File: src/hw/sas_defs.vh
// Constants for the serial audio slot transmit/receive control block.
// Assumes a 24-bit word register port and one 24-bit slot per word.
`ifndef SAS_DEFS_VH
`define SAS_DEFS_VH

// --------------------------------------------------------------
// Widths
// --------------------------------------------------------------
`define SAS_AW 24
`define SAS_DW 24
`define SAS_NTX 6
`define SAS_NRX 4
`define SAS_BIT_LAST 5'h17
`define SAS_SYNC_W 6

// --------------------------------------------------------------
// Register addresses
// --------------------------------------------------------------
`define SAS_A_TXW0 24'hffffa0
`define SAS_A_TXW5 24'hffffa5
`define SAS_A_NULL 24'hffffa6
`define SAS_A_STAT 24'hffffa7
`define SAS_A_RXW0 24'hffffa8
`define SAS_A_RXW3 24'hffffab
`define SAS_A_CTRL 24'hffffb4
`define SAS_A_IREN 24'hffffb5
`define SAS_A_PINS 24'hffffb6
`define SAS_A_TSM_LO 24'hffffb9
`define SAS_A_TSM_HI 24'h0fffba
`define SAS_A_RSM_LO 24'hffffbb
`define SAS_A_RSM_HI 24'hffffbc

// --------------------------------------------------------------
// Reset values
// --------------------------------------------------------------
`define SAS_MASK_RST 16'hffff
`define SAS_CTRL_RST 20'h00000
`define SAS_PINS_RST 12'h000

// --------------------------------------------------------------
// Control register fields
// --------------------------------------------------------------
`define SAS_C_TEN_LO 0
`define SAS_C_REN_LO 6
`define SAS_C_NET 10
`define SAS_C_SYNC 11
`define SAS_C_EBE 12
`define SAS_C_RSD 13
`define SAS_C_ALC 14
`define SAS_C_SLOTS_LO 15

// --------------------------------------------------------------
// Interrupt enable / request bits (bit 7 highest priority)
// --------------------------------------------------------------
`define SAS_I_RX_EXC 7
`define SAS_I_RX_EVEN 6
`define SAS_I_RX_DATA 5
`define SAS_I_RX_LAST 4
`define SAS_I_TX_EXC 3
`define SAS_I_TX_LAST 2
`define SAS_I_TX_EVEN 1
`define SAS_I_TX_DATA 0

// --------------------------------------------------------------
// Status register bits
// --------------------------------------------------------------
`define SAS_S_TDE 0
`define SAS_S_TRANSMIT_EVEN_EMPTY_FLAG 1
`define SAS_S_TUE 2
`define SAS_S_RDF 3
`define SAS_S_RECEIVE_EVEN_FULL_FLAG 4
`define SAS_S_ROE 5
`define SAS_S_TXL 6
`define SAS_S_RXL 7
`define SAS_S_IRST 8

`endif

File: src/hw/sas_link_sync.v
// Input synchroniser and edge finder for the serial link pins.
// Assumes pins are asynchronous to sys_clk and change slowly vs it.
`include "sas_defs.vh"

module sas_link_sync (
	// Clock and reset
	input wire sys_clk,
	input wire nrst,
	// Raw pins
	input wire [`SAS_SYNC_W-1:0] pin_in,
	// Filtered levels and rising-edge pulses
	output reg [`SAS_SYNC_W-1:0] lvl_reg,
	output reg [`SAS_SYNC_W-1:0] rise_reg
);
	reg [`SAS_SYNC_W-1:0] s1_reg;
	reg [`SAS_SYNC_W-1:0] s2_reg;
	reg [`SAS_SYNC_W-1:0] s3_reg;
	wire [`SAS_SYNC_W-1:0] agree;

	// A change counts only once stages two and three agree
	assign agree = ~(s2_reg ^ s3_reg);

	always @(posedge sys_clk or negedge nrst) begin
		if (!nrst) begin
			s1_reg <= {`SAS_SYNC_W{1'b0}};
			s2_reg <= {`SAS_SYNC_W{1'b0}};
			s3_reg <= {`SAS_SYNC_W{1'b0}};
			lvl_reg <= {`SAS_SYNC_W{1'b0}};
			rise_reg <= {`SAS_SYNC_W{1'b0}};
		end else begin
			s1_reg <= pin_in;
			s2_reg <= s1_reg;
			s3_reg <= s2_reg;
			lvl_reg <= (agree & s3_reg) | (~agree & lvl_reg);
			rise_reg <= agree & s3_reg & ~lvl_reg;
		end
	end
endmodule

File: src/hw/sas_top.v
// Slot-masked transmit/receive control of a multi-channel audio port.
// Assumes a plain register port on sys_clk and a bit clock far slower
// than sys_clk; all link inputs are sampled, not used as clocks.
`include "sas_defs.vh"

// What this block does
// - Six write-only 24-bit holding words feed shifters
// - Transmit request when holding words go empty
// - Null slot write tri-states data next slot
// - Receive sync pin disables buffers on null
// - Masked-off slot tri-states, loads; sets empty flag only if null pending
// - Enabled slot loads, transmits, sets empty flag
// - Null write honoured in enabled slots too
// - Transmit mask takes effect next frame; resets ones
// - Receive mask clear: shift, no transfer, no full/overrun flags
// - Receive mask next frame; resets ones; bit 0
// - Reset clears pin assignment; idle until assigned
// - Individual reset clears status, keeps control
// - Eight requests ranked, receive exception highest
// - Receive exception; overrun cleared by read sequence
// - Receive even and data requests; reads clear
// - Last-slot requests in network mode only
// - Transmit requests; underrun cleared by write sequence
// - Empty flag set on transfer, cleared by writes
module sas_top (
	// Clock and reset
	input wire sys_clk,
	input wire nrst,
	// Register port
	input wire [`SAS_AW-1:0] reg_addr,
	input wire [`SAS_DW-1:0] reg_wdata,
	input wire reg_wr,
	input wire reg_rd,
	output reg [`SAS_DW-1:0] reg_rdata,
	// Serial link
	input wire bit_clk,
	input wire frame_sync,
	input wire [`SAS_NRX-1:0] rx_data,
	output reg [`SAS_NTX-1:0] tx_data_out,
	output reg [`SAS_NTX-1:0] tx_data_oe,
	output reg receive_frame_sync_pin_out,
	output reg receive_frame_sync_pin_oe,
	// Requests and state
	output reg [7:0] irq_req,
	output reg port_active
);
	// --------------------------------------------------------------
	// Helpers
	// --------------------------------------------------------------
	function all_done;
		input [5:0] seen;
		input [5:0] en;
		begin
			all_done = ((seen & en) == en);
		end
	endfunction

	function [23:0] align_word;
		input [23:0] w;
		input alignment_select;
		begin
			align_word = alignment_select ? {w[15:0], 8'h00} : w;
		end
	endfunction

	// --------------------------------------------------------------
	// State
	// --------------------------------------------------------------
	reg [19:0] ctrl_reg;
	reg [7:0] iren_reg;
	reg [11:0] pins_reg;
	reg [15:0] tsm_lo_reg;
	reg [15:0] tsm_hi_reg;
	reg [15:0] rsm_lo_reg;
	reg [15:0] rsm_hi_reg;
	reg [31:0] tsm_cur_reg;
	reg [31:0] rsm_cur_reg;
	reg [23:0] hold_reg [0:5];
	reg [23:0] tsh_reg [0:5];
	reg [23:0] rsh_reg [0:3];
	reg [23:0] rxw_reg [0:3];
	reg [5:0] tx_seen_reg;
	reg [3:0] rx_seen_reg;
	reg null_pend_reg;
	reg slot_on_reg;
	reg in_frame_reg;
	reg [4:0] bit_reg;
	reg [4:0] slot_reg;
	reg tde_reg, transmit_even_empty_flag_reg, tue_reg, rdf_reg, receive_even_full_flag_reg, roe_reg;
	reg txl_reg, rxl_reg;
	reg tue_arm_reg, roe_arm_reg;
	reg [23:0] rd_value;
	reg [5:0] tx_hit;
	reg [3:0] rx_hit;
	reg [7:0] req;
	integer i;

	wire [`SAS_SYNC_W-1:0] lnk_lvl;
	wire [`SAS_SYNC_W-1:0] lnk_rise;

	sas_link_sync u_sync (
		.sys_clk(sys_clk),
		.nrst(nrst),
		.pin_in({rx_data, frame_sync, bit_clk}),
		.lvl_reg(lnk_lvl),
		.rise_reg(lnk_rise)
	);

	// --------------------------------------------------------------
	// Frame and slot timing
	// --------------------------------------------------------------
	wire [5:0] ten = ctrl_reg[`SAS_C_TEN_LO +: 6];
	wire [3:0] ren = ctrl_reg[`SAS_C_REN_LO +: 4];
	wire net = ctrl_reg[`SAS_C_NET];
	wire alignment_select = ctrl_reg[`SAS_C_ALC];
	wire active = |pins_reg;
	wire brise = lnk_rise[0] & active;
	wire fs_lvl = lnk_lvl[1];
	wire [4:0] last_slot = net ? ctrl_reg[`SAS_C_SLOTS_LO +: 5] : 5'h00;
	wire bit_end = (bit_reg == `SAS_BIT_LAST);
	wire frame_end = in_frame_reg & bit_end & (slot_reg == last_slot);
	// A new frame is only recognised once the previous one has finished
	wire frame_go = brise & fs_lvl & (~in_frame_reg | frame_end);
	wire slot_go = frame_go | (brise & in_frame_reg & bit_end & ~frame_end);
	wire [4:0] new_slot = frame_go ? 5'h00 : slot_reg + 5'h01;
	wire [31:0] tsm_use = frame_go ? {tsm_hi_reg, tsm_lo_reg} : tsm_cur_reg;
	wire tx_mbit = tsm_use[new_slot];
	wire slot_null = null_pend_reg;
	wire tx_flag_slot = slot_go & (tx_mbit | slot_null);
	wire rx_end = brise & in_frame_reg & bit_end;
	wire rx_mbit = rsm_cur_reg[slot_reg];
	wire null_wr = reg_wr & (reg_addr == `SAS_A_NULL);
	wire stat_rd = reg_rd & (reg_addr == `SAS_A_STAT);
	wire [5:0] tx_seen_now = tx_seen_reg | tx_hit;
	wire [3:0] rx_seen_now = rx_seen_reg | rx_hit;
	wire tx_all_wr = all_done(tx_seen_now, ten) | null_wr;
	wire rx_all_rd = all_done({2'b00, rx_seen_now}, {2'b00, ren});

	// --------------------------------------------------------------
	// Bus decode
	// --------------------------------------------------------------
	always @* begin
		tx_hit = 6'h00;
		rx_hit = 4'h0;
		rd_value = 24'h000000;
		for (i = 0; i < `SAS_NTX; i = i + 1) begin
			if (reg_wr && reg_addr == `SAS_A_TXW0 + i)
				tx_hit[i] = 1'b1;
		end
		for (i = 0; i < `SAS_NRX; i = i + 1) begin
			if (reg_rd && reg_addr == `SAS_A_RXW0 + i) begin
				rx_hit[i] = 1'b1;
				// Drop the alignment shift for right-justified reads
				rd_value = alignment_select ? {8'h00, rxw_reg[i][23:8]} : rxw_reg[i];
			end
		end
		case (reg_addr)
		`SAS_A_STAT: rd_value = {15'h0000, ~active, rxl_reg, txl_reg,
			roe_reg, receive_even_full_flag_reg, rdf_reg, tue_reg, transmit_even_empty_flag_reg, tde_reg};
		`SAS_A_CTRL: rd_value = {4'h0, ctrl_reg};
		`SAS_A_IREN: rd_value = {16'h0000, iren_reg};
		`SAS_A_PINS: rd_value = {12'h000, pins_reg};
		`SAS_A_TSM_LO: rd_value = {8'h00, tsm_lo_reg};
		`SAS_A_TSM_HI: rd_value = {8'h00, tsm_hi_reg};
		`SAS_A_RSM_LO: rd_value = {8'h00, rsm_lo_reg};
		`SAS_A_RSM_HI: rd_value = {8'h00, rsm_hi_reg};
		default: rd_value = rd_value;
		endcase
	end

	// --------------------------------------------------------------
	// Request ranking
	// --------------------------------------------------------------
	always @* begin
		req[`SAS_I_RX_EXC] = iren_reg[7] & rdf_reg & roe_reg;
		req[`SAS_I_RX_EVEN] = iren_reg[6] & rdf_reg & receive_even_full_flag_reg &
			~(roe_reg & iren_reg[7]);
		req[`SAS_I_RX_DATA] = iren_reg[5] & rdf_reg &
			~(roe_reg & iren_reg[7]) & ~(receive_even_full_flag_reg & iren_reg[6]);
		req[`SAS_I_RX_LAST] = iren_reg[4] & rxl_reg;
		req[`SAS_I_TX_EXC] = iren_reg[3] & tde_reg & tue_reg;
		req[`SAS_I_TX_LAST] = iren_reg[2] & txl_reg;
		req[`SAS_I_TX_EVEN] = iren_reg[1] & tde_reg & transmit_even_empty_flag_reg &
			~(tue_reg & iren_reg[3]);
		req[`SAS_I_TX_DATA] = iren_reg[0] & tde_reg &
			~(tue_reg & iren_reg[3]) & ~(transmit_even_empty_flag_reg & iren_reg[1]);
	end

	// --------------------------------------------------------------
	// Registers, flags and link engine
	// --------------------------------------------------------------
	always @(posedge sys_clk or negedge nrst) begin
		if (!nrst) begin
			reg_rdata <= 24'h000000;
			ctrl_reg <= `SAS_CTRL_RST;
			iren_reg <= 8'h00;
			pins_reg <= `SAS_PINS_RST;
			tsm_lo_reg <= `SAS_MASK_RST;
			tsm_hi_reg <= `SAS_MASK_RST;
			rsm_lo_reg <= `SAS_MASK_RST;
			rsm_hi_reg <= `SAS_MASK_RST;
			tsm_cur_reg <= {`SAS_MASK_RST, `SAS_MASK_RST};
			rsm_cur_reg <= {`SAS_MASK_RST, `SAS_MASK_RST};
			for (i = 0; i < `SAS_NTX; i = i + 1) begin
				hold_reg[i] <= 24'h000000;
				tsh_reg[i] <= 24'h000000;
			end
			for (i = 0; i < `SAS_NRX; i = i + 1) begin
				rsh_reg[i] <= 24'h000000;
				rxw_reg[i] <= 24'h000000;
			end
			tx_seen_reg <= 6'h00;
			rx_seen_reg <= 4'h0;
			null_pend_reg <= 1'b0;
			slot_on_reg <= 1'b0;
			in_frame_reg <= 1'b0;
			bit_reg <= 5'h00;
			slot_reg <= 5'h00;
			{tde_reg, transmit_even_empty_flag_reg, tue_reg} <= 3'h0;
			{rdf_reg, receive_even_full_flag_reg, roe_reg} <= 3'h0;
			{txl_reg, rxl_reg, tue_arm_reg, roe_arm_reg} <= 4'h0;
			tx_data_out <= 6'h00;
			tx_data_oe <= 6'h00;
			receive_frame_sync_pin_out <= 1'b0;
			receive_frame_sync_pin_oe <= 1'b0;
			irq_req <= 8'h00;
			port_active <= 1'b0;
		end else begin
			reg_rdata <= rd_value;
			port_active <= active;
			// Control writes; software keeps these stable while active
			if (reg_wr) begin
				case (reg_addr)
				`SAS_A_CTRL: ctrl_reg <= reg_wdata[19:0];
				`SAS_A_IREN: iren_reg <= reg_wdata[7:0];
				`SAS_A_PINS: pins_reg <= reg_wdata[11:0];
				`SAS_A_TSM_LO: tsm_lo_reg <= reg_wdata[15:0];
				`SAS_A_TSM_HI: tsm_hi_reg <= reg_wdata[15:0];
				`SAS_A_RSM_LO: rsm_lo_reg <= reg_wdata[15:0];
				`SAS_A_RSM_HI: rsm_hi_reg <= reg_wdata[15:0];
				default: ctrl_reg <= ctrl_reg;
				endcase
			end
			for (i = 0; i < `SAS_NTX; i = i + 1) begin
				if (tx_hit[i])
					hold_reg[i] <= align_word(reg_wdata, alignment_select);
			end
			if (null_wr)
				null_pend_reg <= 1'b1;

			// Software clears; hardware sets below win the same cycle
			if (stat_rd) begin
				tue_arm_reg <= tue_reg;
				roe_arm_reg <= roe_reg;
				txl_reg <= 1'b0;
				rxl_reg <= 1'b0;
			end
			tx_seen_reg <= tx_seen_now;
			rx_seen_reg <= rx_seen_now;
			if (tx_all_wr) begin
				tde_reg <= 1'b0;
				transmit_even_empty_flag_reg <= 1'b0;
				tx_seen_reg <= 6'h00;
				if (tue_arm_reg) begin
					tue_reg <= 1'b0;
					tue_arm_reg <= 1'b0;
				end
			end
			if (rx_all_rd && |ren) begin
				rdf_reg <= 1'b0;
				receive_even_full_flag_reg <= 1'b0;
				rx_seen_reg <= 4'h0;
				if (roe_arm_reg) begin
					roe_reg <= 1'b0;
					roe_arm_reg <= 1'b0;
				end
			end

			// Bit engine: one bit per bit clock rise
			if (brise && in_frame_reg) begin
				for (i = 0; i < `SAS_NRX; i = i + 1)
					rsh_reg[i] <= {rsh_reg[i][22:0], lnk_lvl[2 + i]};
				for (i = 0; i < `SAS_NTX; i = i + 1)
					tsh_reg[i] <= {tsh_reg[i][22:0], 1'b0};
				if (bit_end) begin
					bit_reg <= 5'h00;
					slot_reg <= slot_reg + 5'h01;
				end else begin
					bit_reg <= bit_reg + 5'h01;
				end
				if (frame_end) begin
					in_frame_reg <= 1'b0;
					slot_on_reg <= 1'b0;
				end
			end

			// Receive transfer at the end of each slot whose receive mask bit is set
			if (rx_end && rx_mbit) begin
				for (i = 0; i < `SAS_NRX; i = i + 1) begin
					if (ren[i])
						rxw_reg[i] <= {rsh_reg[i][22:0], lnk_lvl[2 + i]};
				end
				if (|ren) begin
					if (rdf_reg)
						roe_reg <= 1'b1;
					rdf_reg <= 1'b1;
					receive_even_full_flag_reg <= ~slot_reg[0];
				end
			end
			if (rx_end && frame_end && net)
				rxl_reg <= 1'b1;

			// Slot start: load shifters, set empty and underrun flags
			if (frame_go) begin
				in_frame_reg <= 1'b1;
				tsm_cur_reg <= {tsm_hi_reg, tsm_lo_reg};
				rsm_cur_reg <= {rsm_hi_reg, rsm_lo_reg};
			end
			if (slot_go) begin
				bit_reg <= 5'h00;
				slot_reg <= new_slot;
				// Shifters always reload, even in masked-off slots
				for (i = 0; i < `SAS_NTX; i = i + 1)
					tsh_reg[i] <= hold_reg[i];
				slot_on_reg <= tx_mbit & ~slot_null;
				null_pend_reg <= null_wr;
				if (tx_flag_slot && |ten) begin
					tde_reg <= 1'b1;
					transmit_even_empty_flag_reg <= ~new_slot[0];
					tx_seen_reg <= tx_hit;
					// Unwritten words go out again as old data
					// Still empty from the last slot: nothing new written
					if (tx_mbit && !slot_null && tde_reg)
						tue_reg <= 1'b1;
				end
				if (net && new_slot == last_slot)
					txl_reg <= 1'b1;
			end

			// Individual reset: status and link cleared, control kept
			if (!active) begin
				{tde_reg, transmit_even_empty_flag_reg, tue_reg} <= 3'h0;
				{rdf_reg, receive_even_full_flag_reg, roe_reg} <= 3'h0;
				{txl_reg, rxl_reg, tue_arm_reg, roe_arm_reg} <= 4'h0;
				in_frame_reg <= 1'b0;
				slot_on_reg <= 1'b0;
				null_pend_reg <= 1'b0;
				tx_seen_reg <= 6'h00;
				rx_seen_reg <= 4'h0;
				bit_reg <= 5'h00;
				slot_reg <= 5'h00;
			end

			// Pins follow the shifters one cycle later
			for (i = 0; i < `SAS_NTX; i = i + 1)
				tx_data_out[i] <= tsh_reg[i][23];
			tx_data_oe <= ten & {6{slot_on_reg & in_frame_reg & active}};
			// Low on the pin holds the external buffers off
			receive_frame_sync_pin_out <= slot_on_reg & in_frame_reg;
			receive_frame_sync_pin_oe <= active & ctrl_reg[`SAS_C_SYNC] &
				ctrl_reg[`SAS_C_EBE] & ctrl_reg[`SAS_C_RSD];
			// One-hot of the highest pending request
			irq_req <= 8'h00;
			casez (req)
			8'b1???????: irq_req <= 8'h80;
			8'b01??????: irq_req <= 8'h40;
			8'b001?????: irq_req <= 8'h20;
			8'b0001????: irq_req <= 8'h10;
			8'b00001???: irq_req <= 8'h08;
			8'b000001??: irq_req <= 8'h04;
			8'b0000001?: irq_req <= 8'h02;
			8'b00000001: irq_req <= 8'h01;
			default: irq_req <= 8'h00;
			endcase
		end
	end
endmodule

File: config.mk
export PLATFORM = sky130hd
export DESIGN_NAME = sas_top
export DESIGN_NICKNAME = d
export VERILOG_FILES = /design/src/hw/sas_link_sync.v /design/src/hw/sas_top.v
export VERILOG_INCLUDE_DIRS = /design/src /design/src/hw
export SDC_FILE = /design/constraint.sdc
export NUM_CORES = 1
export LEC_CHECK = 0
export BUFFER_PORTS_ARGS = -buffer_cell sky130_fd_sc_hd__buf_2
export CAP_MARGIN = 40
export CORE_ASPECT_RATIO = 1.2
export CORE_UTILIZATION = 50
export CTS_BUF_LIST = sky130_fd_sc_hd__clkbuf_4
export CTS_CLUSTER_DIAMETER = 120
export DETAILED_ROUTE_END_ITERATION = 6
export PLACE_DENSITY = 0.69
export SLEW_MARGIN = 20
export SYNTH_ARGS = -nofsm -noshare
export SYNTH_HDL_FRONTEND = slang
export SYNTH_HIERARCHICAL = 1
export SYNTH_SLANG_ARGS = --single-unit
File: constraint.sdc
create_clock -name sys_clk -period 2.96 [get_ports sys_clk]
set_input_delay 0.148 -clock sys_clk [delete_from_list [all_inputs] [get_ports sys_clk]]
set_output_delay 0.148 -clock sys_clk [all_outputs]
set_load 0.01 [all_outputs]
==> results of run 1 <==
## routing by layer
layer	vias to the layer above	track usage (%)
met2	980	41.9
li1	11090	-
met3	186	6.99
met5	-	0
met1	12300	36.5
met4	2	13.1
## critical path, cell delays in order
cell	delay (ns)
dlygate4sd3_1	0.61
buf_2	0.18
buf_4	0.20
or2_2	0.37
nor3_2	0.25
nand2_2	0.25
dlygate4sd3_1	0.90
mux2_2	0.36
dlygate4sd3_1	0.55
## power by group
group	leakage, nW	internal [mW]	switching [mW]	total, mW
Sequential	9.94	10.3	0.0185	10.3
Combinational	6.41	0.151	0.369	0.520
Clock	1.37	4.39	4.16	8.55
Total	17.7	14.8	4.54	19.4
## how the worst min path moves through the flow
stage	start	endpoint	slack, ns
after floorplan	nrst	bit_reg[0]	-0.15
after global placement	nrst	irq_req[0]	0.21
after detailed placement	nrst	tx_data_oe[1]	0.21
after CTS	reg_addr[6]	rx_seen_reg[0]	0.006
after global routing	reg_wdata[10]	rsm_lo_reg[10]	0.07
final	reg_addr[6]	rx_seen_reg[1]	0.12
## area by class of cell
type / instances / share of cell area, %
multi-input cells: 2119 / 33.1
clock buffers: 267 / 5.46
clock inverters: 56 / 0.849
inverters: 17 / 0.174
repair buffers: 267 / 6.02
well taps: 824 / 2.81
diodes: 3 / 0.0205
flip-flops and latches: 749 / 51.5
## repair_timing
action	in CTS	in global routing
setup buffers	0	3
hold buffers	65	0
resized for setup	0	3
endpoints found under the setup margin	0	98
endpoints found under the hold margin	1020	0
==> flow_summary_export.csv, run 1 <==
group,metric,value,unit
timing,fin_tns_setup,0,ns
critical_path,path_class,"primary input to register",
global_route,grt_pass1_vias,24873,
timing,worst_pin_slew,0.989,ns
cells_and_area,utilization,58.1,%
timing,period_needed,2.88,ns
floorplan,dieArea,64900,um2
critical_path,cp_max_fo,16,
detailed_routing,dr.pass1.iters,7,
cts,tritoncts,"done",
cts,cts_inserted_buffers,188,
placement,detailed_place.area,33700,um2
hold_path,hold_path.class,"primary input to register",
detailed_routing,drtIter0Drc,2393,
timing,rsz0062_at_grt,"yes",
detailed_routing,top_layer_used,"met5",
placement,hpwl,57000,um
detailed_routing,ant_nets,0,
cells_and_area,layout_commonest_cell,"nand2_1",
placement,io_buffers,104,
cells_and_area,fin_area,36700,um2
cells_and_area,final_cell_mix,"nand2_1 (981), dfrtp_1 (620), clkbuf_4 (267), nor2_1 (197), mux2_2 (178)",
detailed_routing,vias,24558,
global_route,grt_usage,27.4,%
synth,yosys_warnings,6,
floorplan,die_w,233,um
timing,period_share,97.5,%
cts,clockBufferDepth,3,
timing,whs,0.124,ns
critical_path,worst_setup_path_end_kind,"register",
synth,syn_area,31900,um2
detailed_routing,wl_met2,40000,um
cells_and_area,drive_above_1_share,24.3,%
critical_path,timing.rr.end,"tx_seen_reg[0]",
synth,synth_fp_nets,3142,
global_route,grt_first_pass_wirelength,138000,um
power_and_ir_drop,total_power,19.4,mW
run_status,status,"finished, violations left",
detailed_routing,drt_wl_total,86600,um
placement,dpl.cell_count,3908,
critical_path,cp.arrival,3.83,ns
cells_and_area,stdcell_count,4302,
power_and_ir_drop,total_leakage_power,17.7,nW
placement,dp_slack,0.0394,ns
power_and_ir_drop,vdd_ir_drop_max,0.328,mV
global_route,grt_overflow,0,
cells_and_area,multi_input_area,12200,um2
critical_path,cp_data_required_time,3.90,ns
floorplan,fp-row-count,101,
detailed_routing,viasPerCell,5.71,
global_route,grt_max_degree,103,
timing,fin_skew,0.0436,ns
detailed_routing,wl_per_cell,20.1,um
placement,gp_congestion,0.946,
job,max_cap_violations,0,
synth,syn_inst,3076,
cells_and_area,layout.area.seq,18900,um2
critical_path,reg2reg_depth,9,
timing,slew_headroom,33.5,%
cts,clock-sinks,749,
hold_path,hold_path_depth,9,
critical_path,reg2reg_from,"slot_reg[0]",
detailed_routing,met1_length,36500,um
cts,insertion_delay,1.03,ns
floorplan,start_util,50.5,%
detailed_routing,drcViolationCount,1,
timing,postLayoutSetupSlackWorst,0.0751,ns
cells_and_area,syn2layout_area_growth,14.9,%
cells_and_area,nFillCells,5332,
cts,clk_pin_slew,0.07,ns
floorplan,die_h,279,um
timing,slew_violations,0,
critical_path,cp-endpoint,"rsm_hi_reg[10]",
synth,syn-mean-instance-area,10.4,um2
power_and_ir_drop,power.density,527,nW/um2
timing,fmax,347,MHz
cts,clock-root-buffer,"clkbuf_4",
global_route,antenna_found_initial,2,
detailed_routing,wl_met3,6700,um
floorplan,coreArea,63200,um2
cts,h-tree-depth,4,
run_status,violations,"DRC",
timing,hold_viol,0,
floorplan,io-pin-count,105,
cells_and_area,layout.nets,3408,
critical_path,r2r_slack,0.16,ns
critical_path,startpoint,"reg_addr[0]",
timing,setup_violations,0,
critical_path,start_kind,"primary input",
Power figures use the tool's default switching activity.
==> run 2, diff against run 1 <==
CORE_UTILIZATION = 40   (was 50)
PLACE_DENSITY = not set   (was 0.69)
REMOVE_ABC_BUFFERS = 1   (was not set)
==> run 2 against run 1 <==
The run now ends clean. Power up 3.5%. Utilization fell by 10 points. Register-to-register slack worse by 0.02 ns. Critical path type unchanged.
==> flow_summary_export.csv, run 2 (synthesized netlist as in run 1, its figures left out) <==
group,metric,value,unit
floorplan,coreArea,79000,um2
detailed_routing,vias,24240,
placement,hpwl,59300,um
floorplan,io-pin-count,105,
global_route,grt_max_degree,77,
cts,clk_pin_slew,0.07,ns
detailed_routing,dr.pass1.iters,5,
cells_and_area,nFillCells,7388,
cts,clock-root-buffer,"clkbuf_4",
global_route,antenna_found_initial,4,
power_and_ir_drop,p_sw,4.78,mW
timing,slew_headroom,54.1,%
critical_path,cp_max_fo,17,
cts,tritoncts,"done",
detailed_routing,drt_wl_total,89300,um
placement,dp_slack,0.138,ns
job,max_cap_violations,0,
placement,gp_congestion,0.903,
critical_path,start_kind,"primary input",
detailed_routing,viasPerCell,5.28,
timing,slew_violations,0,
floorplan,die_h,311,um
timing,period_share,97.5,%
power_and_ir_drop,seq_power_share,51.4,%
power_and_ir_drop,total_power,20.0,mW
timing,worst_pin_slew,0.670,ns
timing,setup_violations,0,
timing,rsz0062_at_grt,"no",
global_route,grt_first_pass_wirelength,142000,um
run_status,status,"complete, no violations",
power_and_ir_drop,p_comb_share,2.7,%
detailed_routing,drcViolationCount,0,
detailed_routing,drtIter0Drc,1893,
cells_and_area,utilization,47.8,%
power_and_ir_drop,intPower,15.3,mW
global_route,grt_overflow,0,
cells_and_area,drive_above_1_share,25.9,%
critical_path,cp.arrival,3.76,ns
timing,postLayoutSetupSlackWorst,0.0753,ns
cells_and_area,syn2layout_area_growth,18.4,%
cells_and_area,stdcell_count,4595,
power_and_ir_drop,swShare,23.8,%
cells_and_area,fin_area,37800,um2
placement,detailed_place.area,34300,um2
timing,period_needed,2.88,ns
floorplan,dieArea,80900,um2
floorplan,die_w,260,um
critical_path,worst_setup_path_end_kind,"register",
floorplan,fp-row-count,113,
timing,fin_skew,0.0784,ns
critical_path,cp_data_required_time,3.83,ns
detailed_routing,ant_nets,0,
detailed_routing,wl_per_cell,19.4,um
cts,clockBufferDepth,3,
placement,io_buffers,104,
cells_and_area,layout_commonest_cell,"nand2_1",
cells_and_area,layout.nets,3469,
cts,clock-sinks,749,
power_and_ir_drop,vdd_ir_drop_max,0.347,mV
power_and_ir_drop,power.density,530,nW/um2
global_route,grt_usage,22.7,%
cells_and_area,final_cell_mix,"nand2_1 (975), dfrtp_1 (620), clkbuf_4 (307), nor2_1 (198), mux2_2 (178)",
power_and_ir_drop,p_clk_share,45.9,%
critical_path,path_class,"primary input to register",
placement,dpl.cell_count,4150,
timing,fmax,347,MHz
timing,hold_viol,0,
hold_path,hold_path.class,"primary input to register",
cts,cts_inserted_buffers,194,
global_route,grt_pass1_vias,24673,
cts,h-tree-depth,4,
floorplan,start_util,40.4,%
power_and_ir_drop,total_leakage_power,18.2,nW
cts,insertion_delay,1.09,ns
-- run 2: cell types whose count changed in the layout (fill, tap and decap cells not counted), moves of 3 or more --
| cell | previous run | this run |
|---|---|---|
| inv_6 | 0 | 4 |
| nand2_1 | 981 | 975 |
| clkinv_2 | 6 | 3 |
| clkbuf_4 | 267 | 307 |
| clkinv_1 | 40 | 25 |
| dlygate4sd3_1 | 64 | 88 |
| inv_2 | 4 | 1 |
| nand2_2 | 1 | 7 |
| buf_12 | 22 | 32 |
| buf_4 | 76 | 97 |
-- run 2: worst paths after layout --
kind	slack (ns)	cells past startpoint	to	from
min reg2reg	0.35	0	u_sync/s2_reg[4]	u_sync/s1_reg[4]
max in group asynchronous	1.93	4	rsh_reg[86]	nrst
min	0.11	3	tsm_lo_reg[12]	reg_wdata[12]
max	0.08	11	reg_rdata[19]	reg_addr[6]
max reg2reg	0.14	7	rxw_reg[30]	slot_reg[0]
min in group asynchronous	0.57	4	hold_reg[118]	nrst
-- run 2: layer usage --
layer,global-route usage (%),vias up,wire length [um],share of wire [%]
met5,0,-,0,0
met4,9.71,0,3190,3.6
met3,4.30,202,4300,4.8
met2,36.8,648,43800,49
met1,29.4,12161,38000,43
li1,-,11229,-,-
-- run 2: final cells by class --
type	count	area (um2)	share of cell area, %
timing repair buffer	322	2790	7.38
tap	1035	1290	3.43
inverter	17	63.8	0.169
sequential	749	18900	50.0
antenna	4	10.0	0.0265
multi-input combinational	2119	12200	32.2
clock inverter	42	256	0.679
clock buffer	307	2300	6.10
-- run 2: what timing repair did --
item / CTS / global route
endpoints found under the setup margin: 0 / 2
endpoints found under the hold margin: 1034 / 0
hold buffers: 89 / 0
gates resized for setup: 0 / 4
setup buffers: 0 / 3
-- run 2: worst max-delay path, cell delays in order --
cell and delay (ns):
dlygate4sd3_1 0.55, buf_2 0.12, nand4b_1 0.17, dlygate4sd3_1 0.60, nor4_1 0.59, dlygate4sd3_1 0.65, nor2b_1 0.13, buf_4 0.29
nor3_1 0.09, nand2_1 0.22, o21ai_0 0.17
-- run 2: power by group through the flow --
stage / Combinational [mW] / Sequential, mW / Clock (mW)
5_1_grt: 0.604 / 10.3 / 10.0
3_5_place_dp: 0.467 / 10.5 / 0
3_3_place_gp: 0.465 / 10.5 / 0
2_1_floorplan: 0.0699 / 10.5 / 0
4_1_cts: 0.553 / 10.3 / 9.45
6_report: 0.542 / 10.3 / 9.20
-- run 2: metrics by stage --
step	setup TNS (ns)	hold slack, ns
2_1_floorplan	-1791.53	-0.148
3_3_place_gp	0	0.256
3_5_place_dp	0	0.252
4_1_cts	0	0.0000838
5_1_grt	0	0.0403
6_report	0	0.113
